`src/hdl/ust_pkg.sv`:
```
// constants shared by the serial status block
`default_nettype none
package ust_pkg;
	// ========================================
	// register offsets (byte addresses)
	localparam logic [7:0] OFF_RX_TIMEOUT = 8'h14;
	localparam logic [7:0] OFF_ACTION_REQ = 8'h18;
	localparam logic [7:0] OFF_EVENT_STS = 8'h1c;
	localparam logic [7:0] OFF_FLAG_CLEAR = 8'h20;
	localparam logic [7:0] OFF_DATA_WORD = 8'h24;
	localparam int ADR_W = 8;
	localparam int ADR_LSB = 2;
	// ========================================
	// widths and reset values
	localparam int TMO_W = 24;
	localparam int DATA_W = 9;
	localparam logic [31:0] STS_RESET = 32'h0200_00c0;
	localparam logic [31:0] RX_TIMEOUT_COUNT_RESET = 32'h0000_0000;
	// ========================================
	// action request bits
	localparam int REQ_AUTOBAUD = 0;
	localparam int REQ_BREAK = 1;
	localparam int REQ_MUTE = 2;
	localparam int REQ_FLUSH = 3;
	// ========================================
	// status bits, clear bits share the position
	localparam int STS_PARITY = 0;
	localparam int STS_FRAMING = 1;
	localparam int STS_NOISE = 2;
	localparam int STS_OVERRUN = 3;
	localparam int STS_IDLE = 4;
	localparam int STS_RX_NE = 5;
	localparam int STS_TX_DONE = 6;
	localparam int STS_TX_EMPTY = 7;
	localparam int STS_CTS_CHG = 9;
	localparam int STS_CTS_LINE = 10;
	localparam int STS_RX_TMO = 11;
	localparam int STS_AUTOBAUD = 15;
	localparam int STS_BREAK = 18;
	localparam int STS_WAKE = 19;
	localparam int STS_FIXED_HI = 25;
endpackage
`default_nettype wire

```
`src/hdl/ust_tmo_if.sv`:
```
// link between status logic and receive timeout counter
`default_nettype none
interface ust_tmo_if;
	import ust_pkg::*;
	logic baud_tick;
	logic restart;
	logic cancel;
	logic [TMO_W-1:0] limit;
	logic expire;
	modport ctrl (output baud_tick, output restart, output cancel, output limit, input expire);
	modport cnt (input baud_tick, input restart, input cancel, input limit, output expire);
endinterface
`default_nettype wire

```
`src/hdl/ust_timeout.sv`:
```
// receive timeout counter in baud clock units
`default_nettype none
module ust_timeout (
	input wire logic clk_i,
	input wire logic rst_i,
	ust_tmo_if.cnt tmo
);
	import ust_pkg::*;

	logic [TMO_W-1:0] cnt_r;
	logic armed_r;
	logic [TMO_W-1:0] cnt_inc;
	logic hit;

	// ========================================
	// count and compare
	assign cnt_inc = cnt_r + {{(TMO_W-1){1'b0}}, 1'b1};
	assign hit = armed_r & tmo.baud_tick & ~tmo.restart & ~tmo.cancel & (cnt_inc >= tmo.limit);
	assign tmo.expire = hit;

	always_ff @(posedge clk_i)
	begin
		if (rst_i)
		begin
			cnt_r <= '0;
			armed_r <= 1'b0;
		end
		else if (tmo.restart)
		begin
			cnt_r <= '0;
			armed_r <= 1'b1;
		end
		else if (tmo.cancel || hit)
		begin
			armed_r <= 1'b0;
		end
		else if (armed_r && tmo.baud_tick)
		begin
			cnt_r <= cnt_inc;
		end
	end
endmodule
`default_nettype wire

```
`src/hdl/ust_status_top.sv`:
```
// status, request and receive timeout logic of the serial transceiver
//
// Chosen here: the Wishbone register port.
`default_nettype none
module ust_status_top #(
	parameter int DW = ust_pkg::DATA_W
) (
	input wire logic clk_i,
	input wire logic rst_i,
	input wire logic [ust_pkg::ADR_W-1:0] adr_i,
	input wire logic [31:0] dat_i,
	output logic [31:0] dat_o,
	input wire logic we_i,
	input wire logic [3:0] sel_i,
	input wire logic cyc_i,
	input wire logic stb_i,
	output logic ack_o,
	input wire logic baud_tick_i,
	input wire logic smartcard_mode_i,
	input wire logic cts_flow_enable_i,
	input wire logic cts_n_i,
	input wire logic rx_start_bit_i,
	input wire logic rx_word_valid_i,
	input wire logic [DW-1:0] rx_word_i,
	input wire logic parity_err_i,
	input wire logic framing_err_i,
	input wire logic noise_i,
	input wire logic idle_detect_i,
	input wire logic tx_shift_load_i,
	input wire logic tx_frame_done_i,
	input wire logic tx_sm_enable_i,
	input wire logic break_sent_i,
	input wire logic autobaud_done_i,
	input wire logic wake_i,
	output logic [DW-1:0] tx_data_o,
	output logic tx_write_o,
	output logic autobaud_request_o,
	output logic break_send_o,
	output logic mute_enter_o,
	output logic [31:0] event_status_o
);
	import ust_pkg::*;

	// ========================================
	// bus slave decode
	logic ack_r;
	logic [31:0] dat_r;
	logic [31:0] wmask;
	logic bus_req;
	logic wr_fire;
	logic rd_fire;
	logic sel_rx_timeout_count;
	logic sel_req;
	logic sel_sts;
	logic sel_clr;
	logic sel_data;
	logic [31:0] rd_mux;
	logic [31:0] wr_bits;

	assign bus_req = cyc_i & stb_i;
	assign wr_fire = bus_req & we_i & ack_r;
	assign rd_fire = bus_req & ~we_i & ack_r;
	assign sel_rx_timeout_count = adr_i[ADR_W-1:ADR_LSB] == OFF_RX_TIMEOUT[ADR_W-1:ADR_LSB];
	assign sel_req = adr_i[ADR_W-1:ADR_LSB] == OFF_ACTION_REQ[ADR_W-1:ADR_LSB];
	assign sel_sts = adr_i[ADR_W-1:ADR_LSB] == OFF_EVENT_STS[ADR_W-1:ADR_LSB];
	assign sel_clr = adr_i[ADR_W-1:ADR_LSB] == OFF_FLAG_CLEAR[ADR_W-1:ADR_LSB];
	assign sel_data = adr_i[ADR_W-1:ADR_LSB] == OFF_DATA_WORD[ADR_W-1:ADR_LSB];

	genvar gi;
	generate
		for (gi = 0; gi < 4; gi++)
		begin : g_lane
			assign wmask[gi*8 +: 8] = {8{sel_i[gi]}};
		end
	endgenerate

	assign wr_bits = dat_i & wmask;

	// ========================================
	// register state
	logic [TMO_W-1:0] rx_timeout_count_r;
	logic [DW-1:0] rx_data_r;
	logic [DW-1:0] tx_data_r;
	logic tx_write_r;
	logic parity_r;
	logic framing_r;
	logic noise_r;
	logic overrun_r;
	logic idle_r;
	logic rx_ne_r;
	logic tx_done_r;
	logic tx_empty_r;
	logic cts_chg_r;
	logic rx_tmo_r;
	logic autobaud_r;
	logic break_r;
	logic wake_r;
	logic [TMO_W-1:0] rx_timeout_count_nxt;

	// ========================================
	// request and clear pulses
	logic [31:0] req_pulse;
	logic [31:0] clr_pulse;
	logic data_wr;
	logic data_rd;

	assign req_pulse = (wr_fire && sel_req) ? wr_bits : 32'h0000_0000;
	assign clr_pulse = (wr_fire && sel_clr) ? wr_bits : 32'h0000_0000;
	assign data_wr = wr_fire & sel_data;
	assign data_rd = rd_fire & sel_data;
	assign rx_timeout_count_nxt = (rx_timeout_count_r & ~wmask[TMO_W-1:0]) | wr_bits[TMO_W-1:0];

	// ========================================
	// clear-to-send pin synchroniser
	logic cts_s1_r;
	logic cts_s2_r;
	logic cts_s3_r;
	logic cts_change;

	assign cts_change = cts_flow_enable_i & (cts_s2_r ^ cts_s3_r);

	always_ff @(posedge clk_i)
	begin
		if (rst_i)
		begin
			cts_s1_r <= 1'b1;
			cts_s2_r <= 1'b1;
			cts_s3_r <= 1'b1;
		end
		else
		begin
			cts_s1_r <= cts_n_i;
			cts_s2_r <= cts_s1_r;
			cts_s3_r <= cts_s2_r;
		end
	end

	// ========================================
	// receive timeout counter
	ust_tmo_if tmo ();

	assign tmo.baud_tick = baud_tick_i;
	assign tmo.limit = rx_timeout_count_r;
	assign tmo.restart = smartcard_mode_i ? rx_start_bit_i : rx_word_valid_i;
	assign tmo.cancel = ~smartcard_mode_i & rx_start_bit_i;

	ust_timeout i_ust_timeout (
		.clk_i(clk_i),
		.rst_i(rst_i),
		.tmo(tmo)
	);

	// ========================================
	// flag next values, set wins over clear
	logic overrun_set;
	logic rx_load;

	assign overrun_set = rx_word_valid_i & rx_ne_r & ~data_rd & ~req_pulse[REQ_FLUSH];
	assign rx_load = rx_word_valid_i & ~overrun_set;

	logic parity_nxt;
	logic framing_nxt;
	logic noise_nxt;
	logic overrun_nxt;
	logic idle_nxt;
	logic rx_ne_nxt;
	logic tx_done_nxt;
	logic tx_empty_nxt;
	logic cts_chg_nxt;
	logic rx_tmo_nxt;
	logic autobaud_nxt;
	logic break_nxt;
	logic wake_nxt;

	assign parity_nxt = parity_err_i | (parity_r & ~clr_pulse[STS_PARITY]);
	assign framing_nxt = framing_err_i | (framing_r & ~clr_pulse[STS_FRAMING]);
	assign noise_nxt = noise_i | (noise_r & ~clr_pulse[STS_NOISE]);
	assign overrun_nxt = overrun_set | (overrun_r & ~clr_pulse[STS_OVERRUN]);
	assign idle_nxt = idle_detect_i | (idle_r & ~clr_pulse[STS_IDLE]);
	assign rx_ne_nxt = rx_word_valid_i | (rx_ne_r & ~data_rd & ~req_pulse[REQ_FLUSH]);
	assign tx_done_nxt = (tx_frame_done_i & tx_empty_r) | (tx_done_r & ~data_wr & ~clr_pulse[STS_TX_DONE]);
	assign tx_empty_nxt = tx_shift_load_i | (tx_empty_r & ~data_wr);
	assign cts_chg_nxt = cts_change | (cts_chg_r & ~clr_pulse[STS_CTS_CHG]);
	assign rx_tmo_nxt = tmo.expire | (rx_tmo_r & ~clr_pulse[STS_RX_TMO]);
	assign autobaud_nxt = autobaud_done_i | (autobaud_r & ~req_pulse[REQ_AUTOBAUD]);
	assign break_nxt = req_pulse[REQ_BREAK] | (break_r & ~break_sent_i);
	assign wake_nxt = wake_i | (wake_r & ~req_pulse[REQ_MUTE]);

	// ========================================
	// status word
	logic [31:0] sts_word;

	always_comb
	begin
		sts_word = 32'h0000_0000;
		sts_word[STS_PARITY] = parity_r;
		sts_word[STS_FRAMING] = framing_r;
		sts_word[STS_NOISE] = noise_r;
		sts_word[STS_OVERRUN] = overrun_r;
		sts_word[STS_IDLE] = idle_r;
		sts_word[STS_RX_NE] = rx_ne_r;
		sts_word[STS_TX_DONE] = tx_done_r;
		sts_word[STS_TX_EMPTY] = tx_empty_r;
		sts_word[STS_CTS_CHG] = cts_chg_r;
		sts_word[STS_CTS_LINE] = ~cts_s2_r;
		sts_word[STS_RX_TMO] = rx_tmo_r;
		sts_word[STS_AUTOBAUD] = autobaud_r;
		sts_word[STS_BREAK] = break_r;
		sts_word[STS_WAKE] = wake_r;
		sts_word[STS_FIXED_HI] = STS_RESET[STS_FIXED_HI];
	end

	// ========================================
	// read data selection
	assign rd_mux = sel_rx_timeout_count ? {{(32-TMO_W){1'b0}}, rx_timeout_count_r} :
		sel_sts ? sts_word :
		sel_data ? {{(32-DW){1'b0}}, rx_data_r} :
		32'h0000_0000;

	// ========================================
	// bus handshake
	always_ff @(posedge clk_i)
	begin
		if (rst_i)
		begin
			ack_r <= 1'b0;
			dat_r <= 32'h0000_0000;
		end
		else
		begin
			ack_r <= bus_req & ~ack_r;
			dat_r <= (bus_req && !ack_r && !we_i) ? rd_mux : 32'h0000_0000;
		end
	end

	// ========================================
	// data and timeout registers
	always_ff @(posedge clk_i)
	begin
		if (rst_i)
		begin
			rx_timeout_count_r <= RX_TIMEOUT_COUNT_RESET[TMO_W-1:0];
			rx_data_r <= '0;
			tx_data_r <= '0;
			tx_write_r <= 1'b0;
		end
		else
		begin
			if (wr_fire && sel_rx_timeout_count)
				rx_timeout_count_r <= rx_timeout_count_nxt;
			if (rx_load)
				rx_data_r <= rx_word_i;
			else if (req_pulse[REQ_FLUSH])
				rx_data_r <= '0;
			if (data_wr)
				tx_data_r <= wr_bits[DW-1:0];
			tx_write_r <= data_wr;
		end
	end

	// ========================================
	// status flags
	always_ff @(posedge clk_i)
	begin
		if (rst_i)
		begin
			parity_r <= STS_RESET[STS_PARITY];
			framing_r <= STS_RESET[STS_FRAMING];
			noise_r <= STS_RESET[STS_NOISE];
			overrun_r <= STS_RESET[STS_OVERRUN];
			idle_r <= STS_RESET[STS_IDLE];
			rx_ne_r <= STS_RESET[STS_RX_NE];
			tx_done_r <= STS_RESET[STS_TX_DONE];
			tx_empty_r <= STS_RESET[STS_TX_EMPTY];
			cts_chg_r <= STS_RESET[STS_CTS_CHG];
			rx_tmo_r <= STS_RESET[STS_RX_TMO];
			autobaud_r <= STS_RESET[STS_AUTOBAUD];
			break_r <= STS_RESET[STS_BREAK];
			wake_r <= STS_RESET[STS_WAKE];
		end
		else
		begin
			parity_r <= parity_nxt;
			framing_r <= framing_nxt;
			noise_r <= noise_nxt;
			overrun_r <= overrun_nxt;
			idle_r <= idle_nxt;
			rx_ne_r <= rx_ne_nxt;
			tx_done_r <= tx_done_nxt;
			tx_empty_r <= tx_empty_nxt;
			cts_chg_r <= cts_chg_nxt;
			rx_tmo_r <= rx_tmo_nxt;
			autobaud_r <= autobaud_nxt;
			break_r <= break_nxt;
			wake_r <= wake_nxt;
		end
	end

	// ========================================
	// action outputs
	logic autobaud_q_r;
	logic mute_q_r;

	always_ff @(posedge clk_i)
	begin
		if (rst_i)
		begin
			autobaud_q_r <= 1'b0;
			mute_q_r <= 1'b0;
		end
		else
		begin
			autobaud_q_r <= req_pulse[REQ_AUTOBAUD];
			mute_q_r <= req_pulse[REQ_MUTE];
		end
	end

	assign dat_o = dat_r;
	assign ack_o = ack_r;
	assign tx_data_o = tx_data_r;
	assign tx_write_o = tx_write_r;
	assign autobaud_request_o = autobaud_q_r;
	assign mute_enter_o = mute_q_r;
	assign break_send_o = break_r & tx_sm_enable_i;
	assign event_status_o = sts_word;
endmodule
`default_nettype wire

```
`config.mk`:
```
export PLATFORM = sky130hd
export DESIGN_NAME = ust_status_top
export DESIGN_NICKNAME = d
export VERILOG_FILES = /design/src/hdl/ust_pkg.sv /design/src/hdl/ust_tmo_if.sv /design/src/hdl/ust_timeout.sv /design/src/hdl/ust_status_top.sv
export SDC_FILE = /design/constraint.sdc
export NUM_CORES = 1
export LEC_CHECK = 0
export ABC_AREA = 1
export BUFFER_PORTS_ARGS = -buffer_cell sky130_fd_sc_hd__buf_2
export CAP_MARGIN = 20
export CORE_ASPECT_RATIO = 2
export CORE_MARGIN = 4
export CORE_UTILIZATION = 42
export DETAILED_ROUTE_END_ITERATION = 7
export PLACE_DENSITY = 0.66
export SYNTH_ARGS = -nofsm -noshare
export SYNTH_HDL_FRONTEND = slang
export SYNTH_HIERARCHICAL = 1
export SYNTH_SLANG_ARGS = --single-unit
export TNS_END_PERCENT = 1
```
`constraint.sdc`:
```
create_clock -name clk_i -period 3.2 [get_ports clk_i]
set_input_delay 0.32 -clock clk_i [delete_from_list [all_inputs] [get_ports clk_i]]
set_output_delay 0.32 -clock clk_i [all_outputs]
set_load 0.05 [all_outputs]
```
==> out/metrics.cfg, run 1 <==
[outcome]
outcome = complete, no violations

[logic_synthesis]
synth.area.mux_share_pct = 0
synthSimpleGateAreaFrac_pct = 25.8
synth_warnings = 6
syn_avg_cell_area_um2 = 7.24
synth_cell_types = 41
mappedNetlistArea_um2 = 5880
synth_top_family_by_area = simple AND/OR/NAND/NOR gates
synth_cells = 812
synth_compound_area_share_pct = 12.3
synth_flop_cell = dfxtp_1
synth-edff-count = 0
synth_fa_ha_area_share_pct = 5.32
synth_seq_area_share_pct = 38.1
ys_async_sr_fraction_pct = 0
synth_xor_area_share_pct = 2.23
synth_seq_cells = 112

[cells_and_area]
syn_to_final_growth_pct = 20.1
drive_gt1_share_pct = 25.5
design_area_um2 = 7060
fin_nets = 1026
final_cell_mix = nand2_1 (142), inv_1 (126), buf_2 (115)
instances_no_fill = 1118
final_util_pct = 51.9
layout_commonest_cell = nand2_1
diodes = 0

[worst_setup_path]
critical_path_depth = 21
r2r_slack_ns = 0.16
crit_end = i_ust_timeout/cnt_r[8]$_SDFFE_PP0P_
required_ns = 3.47
crit_start = i_ust_timeout/cnt_r[2]$_SDFFE_PP0P_
reg2reg_depth = 21
timing.rr.start = i_ust_timeout/cnt_r[2]$_SDFFE_PP0P_
critPathMaxStageDelay_ns = 0.36
worst-path-max-fanout = 8
path_delay_family = simple AND/OR/NAND/NOR gates
r2r-end = i_ust_timeout/cnt_r[8]$_SDFFE_PP0P_
critPathKind = register to register
crit_chain = inv_2 > nor3_4 > nand2_2 > nor2_4 > clkinv_4 > nor2_8 > xor2_1 > inv_1 > ha_1 > a21oi_2 > nor2_1 > nor2_1 > nand2_1 > nand2_1 > nand3_2 > nand2_2 > nand3_4 > buf_12 > nand2_1 > nand2_1 > nor2_1
crit_buf_inv = 4
cpMostUsedCell = nand2_1
slowest_stage = dfxtp_1
cp.arrival_ns = 3.31
start_kind = register
end_kind = register

[floorplanning]
start_util_pct = 43.3
die_area_um2 = 16100
die_x_um = 91.7
fp.dieH_um = 175
row_count = 60
io_pins = 152
core_um2 = 13600

[pwr]
peakVddDrop_mv = 0.299
power_density_nw_per_um2 = 419
intPower_uw = 2090
seqPwrFrac_pct = 48.7
leakagePower_uw = 0.00349
switching_share_pct = 29.3
pwr-share-comb_pct = 13.3
power_switching_uw = 867
clkPwrFrac_pct = 38.0

[routing]
first_pass_iters = 7
wl_met1_um = 5570
dr_wl_met2_um = 9370
wl_met3_um = 735
drt-total-wl_um = 16500
ant_nets = 0
highest_layer = met4
drt-initial-drc-count = 299
vias = 5406
wl_per_cell_um = 14.8
remaining_drc_errors = 0
vias_per_cell = 4.84

[sta]
drv_slew = 0
setup_tns_ns = 0
worst_pin_slew_ns = 0.950
skew_ns = 0.0100
min_period_over_period_pct = 95.0
maxClockFrequency_mhz = 329
rsz0062_at_grt = true
relSlewSlack_pct = 36.6
setup_violations = 0
finalHoldViolations = 0
period_needed_ns = 3.04

[global_route]
grt_remaining_overflow = 0
grt_max_degree = 35
grt_usage_pct = 19.7
grt_pass1_wl_um = 24800
grt_pass1_vias = 5130
antenna_found_initial = 0

[clocking]
path_clk_slew_ns = 0.08
clkLatencyLatePin_ns = 0.35
tritoncts = yes
numCtsBuffers = 9
h-tree-depth = 3
clock_path_buffers = 2
clockRootBuffer = clkbuf_16
cts.sinks = 112

[placed_design]
dp_hpwl_um = 12900
dpl_cell_area_um2 = 6510
place.gp.congestion = 0.907
portBuffers = 115
dp_cells = 1093

[run]
maxCapViolCount = 0

[min_path]
hp-class = input pin to register

how the worst min path moves through the flow:
| stage | cells after the start | slack, ns | endpoint | start |
|---|---|---|---|---|
| CTS | 2 | 0.14 | cts_s1_r$_SDFF_PP1_ | cts_n_i |
| floorplan | 1 | 0.39 | i_ust_timeout/armed_r$_SDFFE_PP0P_ | rst_i |
| finish | 2 | 0.15 | cts_s1_r$_SDFF_PP1_ | cts_n_i |
| detailed placement | 1 | 0.40 | cts_s2_r$_SDFF_PP1_ | cts_s1_r$_SDFF_PP1_ |
| global route | 2 | 0.13 | cts_s1_r$_SDFF_PP1_ | cts_n_i |
| global placement | 1 | 0.39 | cts_s2_r$_SDFF_PP1_ | cts_s1_r$_SDFF_PP1_ |
cells by family (layout without fill, tap and decap cells):
group	after synthesis	count (layout)
other	2	25
flip-flops	112	112
buffers and inverters	200	297
AO/OA/AOI/OAI	138	138
AND/OR/NAND/NOR	320	320
XOR/XNOR	15	15
adder cells (fa/ha/maj)	25	25
power by group through the flow:
| stage | sequential (uW) | clock [uW] | combinational (uW) |
|---|---|---|---|
| after detailed placement | 1480 | 0 | 369 |
| after global placement | 1470 | 0 | 366 |
| after floorplan | 1470 | 0 | 293 |
| after global routing | 1450 | 1210 | 432 |
| after CTS | 1440 | 1140 | 371 |
| final | 1440 | 1120 | 394 |
synth_stat cells, types with 2 or more instances:
library cell / count / area share (%)
a21oi_1: 68 / 5.8
buf_2: 2 / 0.17
buf_4: 42 / 5.4
buf_6: 4 / 0.77
clkbuf_1: 11 / 0.70
conb_1: 2 / 0.13
dfxtp_1: 112 / 38
ha_1: 25 / 5.3
inv_1: 126 / 8.0
inv_2: 12 / 0.77
nand2_1: 146 / 9.3
nand2_2: 5 / 0.53
nand2_4: 3 / 0.57
nand3_1: 35 / 3.0
nand3_2: 6 / 1.0
nand3_4: 2 / 0.60
nand4_1: 10 / 1.1
nor2_1: 80 / 5.1
nor2_2: 8 / 0.85
nor2_4: 4 / 0.77
nor3_1: 10 / 0.85
nor3_2: 2 / 0.34
nor3_4: 2 / 0.55
o21ai_0: 50 / 4.3
o21ai_1: 3 / 0.26
o22ai_1: 11 / 1.2
or2_2: 3 / 0.32
xor2_1: 15 / 2.2
worst reg2reg max path, cell delays in order (launching register included):
cell and delay, ns:
dfxtp_1 0.36, inv_2 0.07, nor3_4 0.16, nand2_2 0.09, nor2_4 0.18, clkinv_4 0.11
nor2_8 0.16, xor2_1 0.17, inv_1 0.10, ha_1 0.31, a21oi_2 0.14, nor2_1 0.05
nor2_1 0.10, nand2_1 0.06, nand2_1 0.07, nand3_2 0.12, nand2_2 0.12, nand3_4 0.17
buf_12 0.20, nand2_1 0.05, nand2_1 0.05, nor2_1 0.12
cell type report:
cell class	count	area [um^2]
tap	186	233
multi-input combinational	523	2890
sequential	112	2260
clock buffer	9	225
clock inverter	7	75.1
inverter	140	532
fill	1373	6530
timing repair buffer	141	848
per-stage QoR:
stage                     setup WS [ns]  hold WS (ns)  total power [uW]
final                             0.160         0.150              2960
after global routing            -0.0574         0.133              3080
after CTS                         0.138         0.139              2960
after detailed placement          0.187         0.397              1840
after global placement            0.228         0.393              1840
after floorplan                   0.559         0.389              1760
timing repair:
| item | in CTS | in global routing |
|---|---|---|
| hold endpoints to repair | 0 | 0 |
| endpoints found under the setup margin | 0 | 26 |
| setup buffers | 0 | 6 |
| hold buffers | 0 | 0 |
| resized for setup | 0 | 35 |
metal layers:
layer,up-vias,GRT usage [%]
met5,-,0
met4,0,11.6
met3,49,2.53
met2,176,38.9
met1,2459,18.6
li1,2722,-
No activity file was read; power rests on OpenSTA's default activity.
==> run 2: changes to the inputs <==
- CTS_BUF_LIST: default -> sky130_fd_sc_hd__clkbuf_8
==> out/metrics.cfg, run 2 (synthesis gave the netlist of run 1 again) <==
[worst_setup_path]
required_ns = 3.48
reg2reg_depth = 21
critPathKind = register to register
crit_chain = ha_1 > nand3_2 > nor2_4 > nand2_2 > buf_4 > nor2_2 > xor2_1 > inv_1 > ha_1 > nand2_1 > nor2_2 > nand4_1 > nor2_1 > nand2_1 > nand3_2 > nand2_2 > nand3_4 > buf_12 > nand2_1 > nand2_1 > nor2_2
r2r-end = i_ust_timeout/cnt_r[17]$_SDFFE_PP0P_
worst-path-max-fanout = 27
end_kind = register
timing.rr.start = i_ust_timeout/cnt_r[0]$_SDFFE_PP0P_
r2r_slack_ns = 0.29
critPathMaxStageDelay_ns = 0.37
start_kind = register
cpMostUsedCell = nand2_1
crit_start = i_ust_timeout/cnt_r[0]$_SDFFE_PP0P_
slowest_stage = dfxtp_1
crit_end = i_ust_timeout/cnt_r[17]$_SDFFE_PP0P_
cp.arrival_ns = 3.20

[sta]
finalHoldViolations = 0
maxClockFrequency_mhz = 343
hold_slack_ns = 0.112
rsz0062_at_grt = true
skew_ns = 0.0152
final.setup.worst_slack_ns = 0.286
period_needed_ns = 2.91
drv_slew = 0
worst_pin_slew_ns = 0.946
relSlewSlack_pct = 36.9
min_period_over_period_pct = 91.0
setup_violations = 0

[cells_and_area]
drive_gt1_share_pct = 22.8
design_area_um2 = 6750
final_cell_mix = nand2_1 (146), inv_1 (126), buf_2 (115)
regArea_um2 = 2250
syn_to_final_growth_pct = 14.9
layout_commonest_cell = nand2_1
multi_input_area_um2 = 2810
instances_no_fill = 1110
fin_nets = 1018
fill_cells = 1416
diodes = 0

[clocking]
clockRootBuffer = clkbuf_8
clock_path_buffers = 2
h-tree-depth = 3
ctsHoldBuffers = 0
path_clk_slew_ns = 0.12
cts.sinks = 112
numCtsBuffers = 9
tritoncts = yes
clkLatencyLatePin_ns = 0.39

[routing]
ant_nets = 0
remaining_drc_errors = 0
first_pass_iters = 5
vias = 5357
vias_per_cell = 4.83
drt-total-wl_um = 15900
wl_per_cell_um = 14.4
drt-initial-drc-count = 245

[floorplanning]
die_area_um2 = 16100
core_um2 = 13600
row_count = 60
io_pins = 152
die_x_um = 91.7
start_util_pct = 43.3
fp.dieH_um = 175

[run]
maxCapViolCount = 0

[global_route]
grt_remaining_overflow = 0
grt_usage_pct = 19.8
grt_pass1_vias = 5171
grt_pass1_wl_um = 24900
antenna_found_initial = 0
grt_max_degree = 35

[placed_design]
pre_cts_ws_ns = 0.187
dpl_cell_area_um2 = 6510
dp_cells = 1093
portBuffers = 115
dp_hpwl_um = 12900
place.gp.congestion = 0.907

[pwr]
leakagePower_uw = 0.00336
p_total_uw = 2670
peakVddDrop_mv = 0.231
power_density_nw_per_um2 = 395

[outcome]
outcome = complete, no violations

[min_path]
hp-class = input pin to register

run 2: changes by cell type in the layout (fill, tap and decap cells not counted), sizes merged:
| cell | previous run | this run |
|---|---|---|
| clkbuf | 12 | 9 |
| inv | 141 | 142 |
| clkinv | 6 | 5 |
| buf | 138 | 133 |
run 2: final cells by class:
cell class	count	share of cell area, %
clock buffer	9	1.83
clock inverter	7	1.11
inverter	140	7.84
multi-input combinational	523	41.6
sequential	112	33.3
tap	186	3.45
timing repair buffer	133	10.9
run 2: what timing repair did:
| item | 4_1_cts | 5_1_grt |
|---|---|---|
| buffers inserted | 0 | 1 |
| endpoints found under the setup margin | 0 | 26 |
| hold endpoints to repair | 0 | 0 |
| resized for setup | 0 | 11 |
run 2: per-layer routing:
layer / vias to the layer above / wire, um / track usage [%]
met1: 2444 / 5440 / 18.4
met4: 0 / 822 / 12.0
met3: 44 / 742 / 3.51
li1: 2704 / - / -
met5: - / 0 / 0
met2: 165 / 8930 / 38.7
run 2: worst min path at each step:
| stage | startpoint | end | slack (ns) | cells after the start |
|---|---|---|---|---|
| 3_3_place_gp | cts_s1_r$_SDFF_PP1_ | cts_s2_r$_SDFF_PP1_ | 0.39 | 1 |
| 3_5_place_dp | cts_s1_r$_SDFF_PP1_ | cts_s2_r$_SDFF_PP1_ | 0.40 | 1 |
| 5_1_grt | cts_n_i | cts_s1_r$_SDFF_PP1_ | 0.08 | 2 |
| 2_1_floorplan | rst_i | i_ust_timeout/armed_r$_SDFFE_PP0P_ | 0.39 | 1 |
| 6_report | cts_n_i | cts_s1_r$_SDFF_PP1_ | 0.11 | 2 |
| 4_1_cts | cts_n_i | cts_s1_r$_SDFF_PP1_ | 0.09 | 2 |
run 2: per-stage QoR:
stage / util [%] / TNS, ns
2_1_floorplan: - / 0
3_3_place_gp: 47.9 / 0
3_5_place_dp: 47.9 / 0
4_1_cts: 49.4 / 0
5_1_grt: 49.7 / -0.151
6_report: 49.7 / 0
run 2: critical path, delay by kind of cell (launching register included):
| kind | cells | cell delay (ns) |
|---|---|---|
| XOR/XNOR | 1 | 0.16 |
| AND/OR/NAND/NOR | 15 | 1.37 |
| adder cells (fa/ha/maj) | 2 | 0.47 |
| buffers and inverters | 3 | 0.42 |
| flip-flops | 1 | 0.37 |
run 2: power breakdown:
part | leakage (uW) | internal, uW | total, uW | switching, uW
Combinational | 0.00235 | 109 | 375 | 265
Sequential | 0.000910 | 1420 | 1440 | 23.2
Clock | 0.000102 | 308 | 851 | 543
==> run 3: changes to the inputs <==
- ABC_AREA: 1 -> default
- CORE_MARGIN: 4 -> default
==> out/metrics.cfg, run 3 <==
[outcome]
outcome = finished, violations left
failed_checks = setup timing

[logic_synthesis]
synthSimpleGateAreaFrac_pct = 25.6
synth_cell_types = 58
synth-edff-count = 0
syn_avg_cell_area_um2 = 8.51
ys_top_cells_by_area = dfxtp_1 (37%), ha_1 (5.2%), buf_4 (4.7%), nand2b_1 (3.8%), nand4b_1 (3.6%)
synth_compound_area_share_pct = 15.5
mappedNetlistArea_um2 = 6020
synth_flop_cell = dfxtp_1
synth.most_common_cell = dfxtp_1
yosysTopAreaCell = dfxtp_1
synth_fa_ha_area_share_pct = 5.20
synth_cells = 707
synth_warnings = 6
synth_top_family_by_area = simple AND/OR/NAND/NOR gates
ys_async_sr_fraction_pct = 0
synth_seq_cells = 112
synth.area.mux_share_pct = 2.00
synth_seq_area_share_pct = 37.3
synthDominantCellAreaShare_pct = 37.3
yosys-top-cells-count = dfxtp_1 (112), nand2_1 (54), inv_1 (49), clkbuf_1 (40), o21ai_0 (40)
synth_xor_area_share_pct = 3.35

[sta]
finalHoldViolations = 0
rsz0062_at_grt = true
period_needed_ns = 3.45
skew_ns = 0.0117
min_period_over_period_pct = 108
relSlewSlack_pct = 30.5
worst_pin_slew_ns = 1.04
setup_violations = 26
maxClockFrequency_mhz = 290
drv_slew = 0
final.setup.worst_slack_ns = -0.247
setup_tns_ns = -4.87
hold_slack_ns = 0.108

[clocking]
path_clk_slew_ns = 0.11
clkLatencyLatePin_ns = 0.38
ctsHoldBuffers = 0
clockRootBuffer = clkbuf_8
clock_path_buffers = 2
numCtsBuffers = 9
tritoncts = yes
cts.sinks = 112
h-tree-depth = 3

[worst_setup_path]
r2r_slack_ns = -0.25
cpMostUsedCell = buf_6
slowest_stage = dfxtp_4
critPathMaxStageDelay_ns = 0.38
crit_buf_inv = 5
path_delay_family = simple AND/OR/NAND/NOR gates
r2r-end = i_ust_timeout/cnt_r[23]$_SDFFE_PP0P_
start_kind = register
crit_chain = ha_4 > nand3_2 > or2_4 > or3_4 > buf_6 > buf_6 > xnor2_2 > ha_1 > nand4_1 > nor4_2 > buf_4 > and2_4 > o21a_1 > buf_6 > clkbuf_16 > nor4_2 > mux2i_1
cp.arrival_ns = 3.72
timing.rr.start = i_ust_timeout/cnt_r[0]$_SDFFE_PP0P_
worst-path-max-fanout = 4
reg2reg_depth = 17
required_ns = 3.48
critPathKind = register to register
end_kind = register

[cells_and_area]
drive_gt1_share_pct = 32.4
fin_nets = 961
syn_to_final_growth_pct = 29.3
layout_commonest_cell = buf_2
final_cell_mix = buf_2 (115), dfxtp_1 (110), buf_4 (75)
final_util_pct = 55.7

[global_route]
antenna_found_initial = 2
grt_remaining_overflow = 0
grt_pass1_vias = 5812
grt_usage_pct = 25.1
grt_pass1_wl_um = 28500
grt_max_degree = 74

[min_path]
worstHoldPathCells = 2
hp-class = input pin to register
hold_end = cts_s1_r$_SDFF_PP1_
min_from = cts_n_i

[routing]
vias = 5818
drt-total-wl_um = 18700
remaining_drc_errors = 0
ant_nets = 0
wl_per_cell_um = 17.6
vias_per_cell = 5.50
first_pass_iters = 5
drt-initial-drc-count = 262

[pwr]
power_density_nw_per_um2 = 333
leakagePower_uw = 0.00329
peakVddDrop_mv = 0.245

[floorplanning]
io_pins = 152
start_util_pct = 43.1
die_area_um2 = 14800
core_um2 = 14000
fp.dieH_um = 171
row_count = 61
die_x_um = 86.6

[placed_design]
place.gp.congestion = 0.914
portBuffers = 115
dp_hpwl_um = 13700

[run]
maxCapViolCount = 0

-- run 3: worst max path at each step --
stage / start / slack [ns] / depth (start not counted) / to
final: i_ust_timeout/cnt_r[0]$_SDFFE_PP0P_ / -0.25 / 17 / i_ust_timeout/cnt_r[23]$_SDFFE_PP0P_
after global routing: i_ust_timeout/cnt_r[0]$_SDFFE_PP0P_ / -0.36 / 17 / i_ust_timeout/cnt_r[14]$_SDFFE_PP0P_
after CTS: i_ust_timeout/cnt_r[1]$_SDFFE_PP0P_ / -0.16 / 15 / i_ust_timeout/cnt_r[2]$_SDFFE_PP0P_
after detailed placement: i_ust_timeout/cnt_r[1]$_SDFFE_PP0P_ / -0.35 / 15 / i_ust_timeout/cnt_r[2]$_SDFFE_PP0P_
after global placement: i_ust_timeout/cnt_r[1]$_SDFFE_PP0P_ / -0.28 / 15 / i_ust_timeout/cnt_r[2]$_SDFFE_PP0P_
after floorplan: i_ust_timeout/cnt_r[1]$_SDFFE_PP0P_ / 0.02 / 15 / i_ust_timeout/cnt_r[2]$_SDFFE_PP0P_
-- run 3: per-layer routing --
layer	global-route usage, %	vias up	share of wire [%]
met4	20.1	0	6.9
met3	3.26	77	3.9
met1	24.8	2760	35
met2	45.9	227	54
li1	-	2754	-
met5	0	-	0
-- run 3: report_power, final --
group | total [uW] | internal [uW] | switching (uW)
Clock | 806 | 293 | 514
Combinational | 360 | 111 | 249
Sequential | 1430 | 1410 | 15.2
Total | 2590 | 1820 | 778
-- run 3: layout make-up --
type                            count  area, um^2
Antenna cell                        2        5.00
Clock buffer                        9         124
Clock inverter                      7        55.1
Fill cell                        1242        6180
Inverter                           49         184
Multi-Input combinational cell    487        3610
Sequential cell                   112        2250
Tap cell                          189         236
Timing Repair Buffer              203        1320
-- run 3: worst register-to-register path: stages (launching register included) --
cell,delay (ns)
dfxtp_4,0.38
ha_4,0.14
nand3_2,0.09
or2_4,0.26
or3_4,0.38
buf_6,0.15
buf_6,0.11
xnor2_2,0.13
ha_1,0.28
nand4_1,0.16
nor4_2,0.31
buf_4,0.17
and2_4,0.14
o21a_1,0.17
buf_6,0.16
clkbuf_16,0.15
nor4_2,0.04
mux2i_1,0.16
-- run 3: logic make-up after synthesis --
group,Yosys count
buffers and inverters,131
muxes,12
and+or+nand+nor,262
AOI/OAI and AO/OA,140
adders and majority gates,25
other,2
xor gates and xnor gates,23
DFF,112
-- run 3: what timing repair did --
item | 4_1_cts | 5_1_grt
gates cloned | 2 | 2
setup endpoints to repair | 26 | 26
hold endpoints to repair | 0 | 0
pin swaps | 30 | 12
setup buffers | 7 | 3
gates resized for setup | 56 | 23
-- run 3: per-stage QoR --
step	total power (uW)	setup slack [ns]	std cells	instance area (um^2)
CTS	2590	-0.160	1051	7570
global route	2680	-0.364	1058	7780
floorplan	1700	0.0155	730	6160
global placement	1770	-0.283	1026	7060
finish	2590	-0.247	1058	7780
detailed placement	1770	-0.352	1026	7060
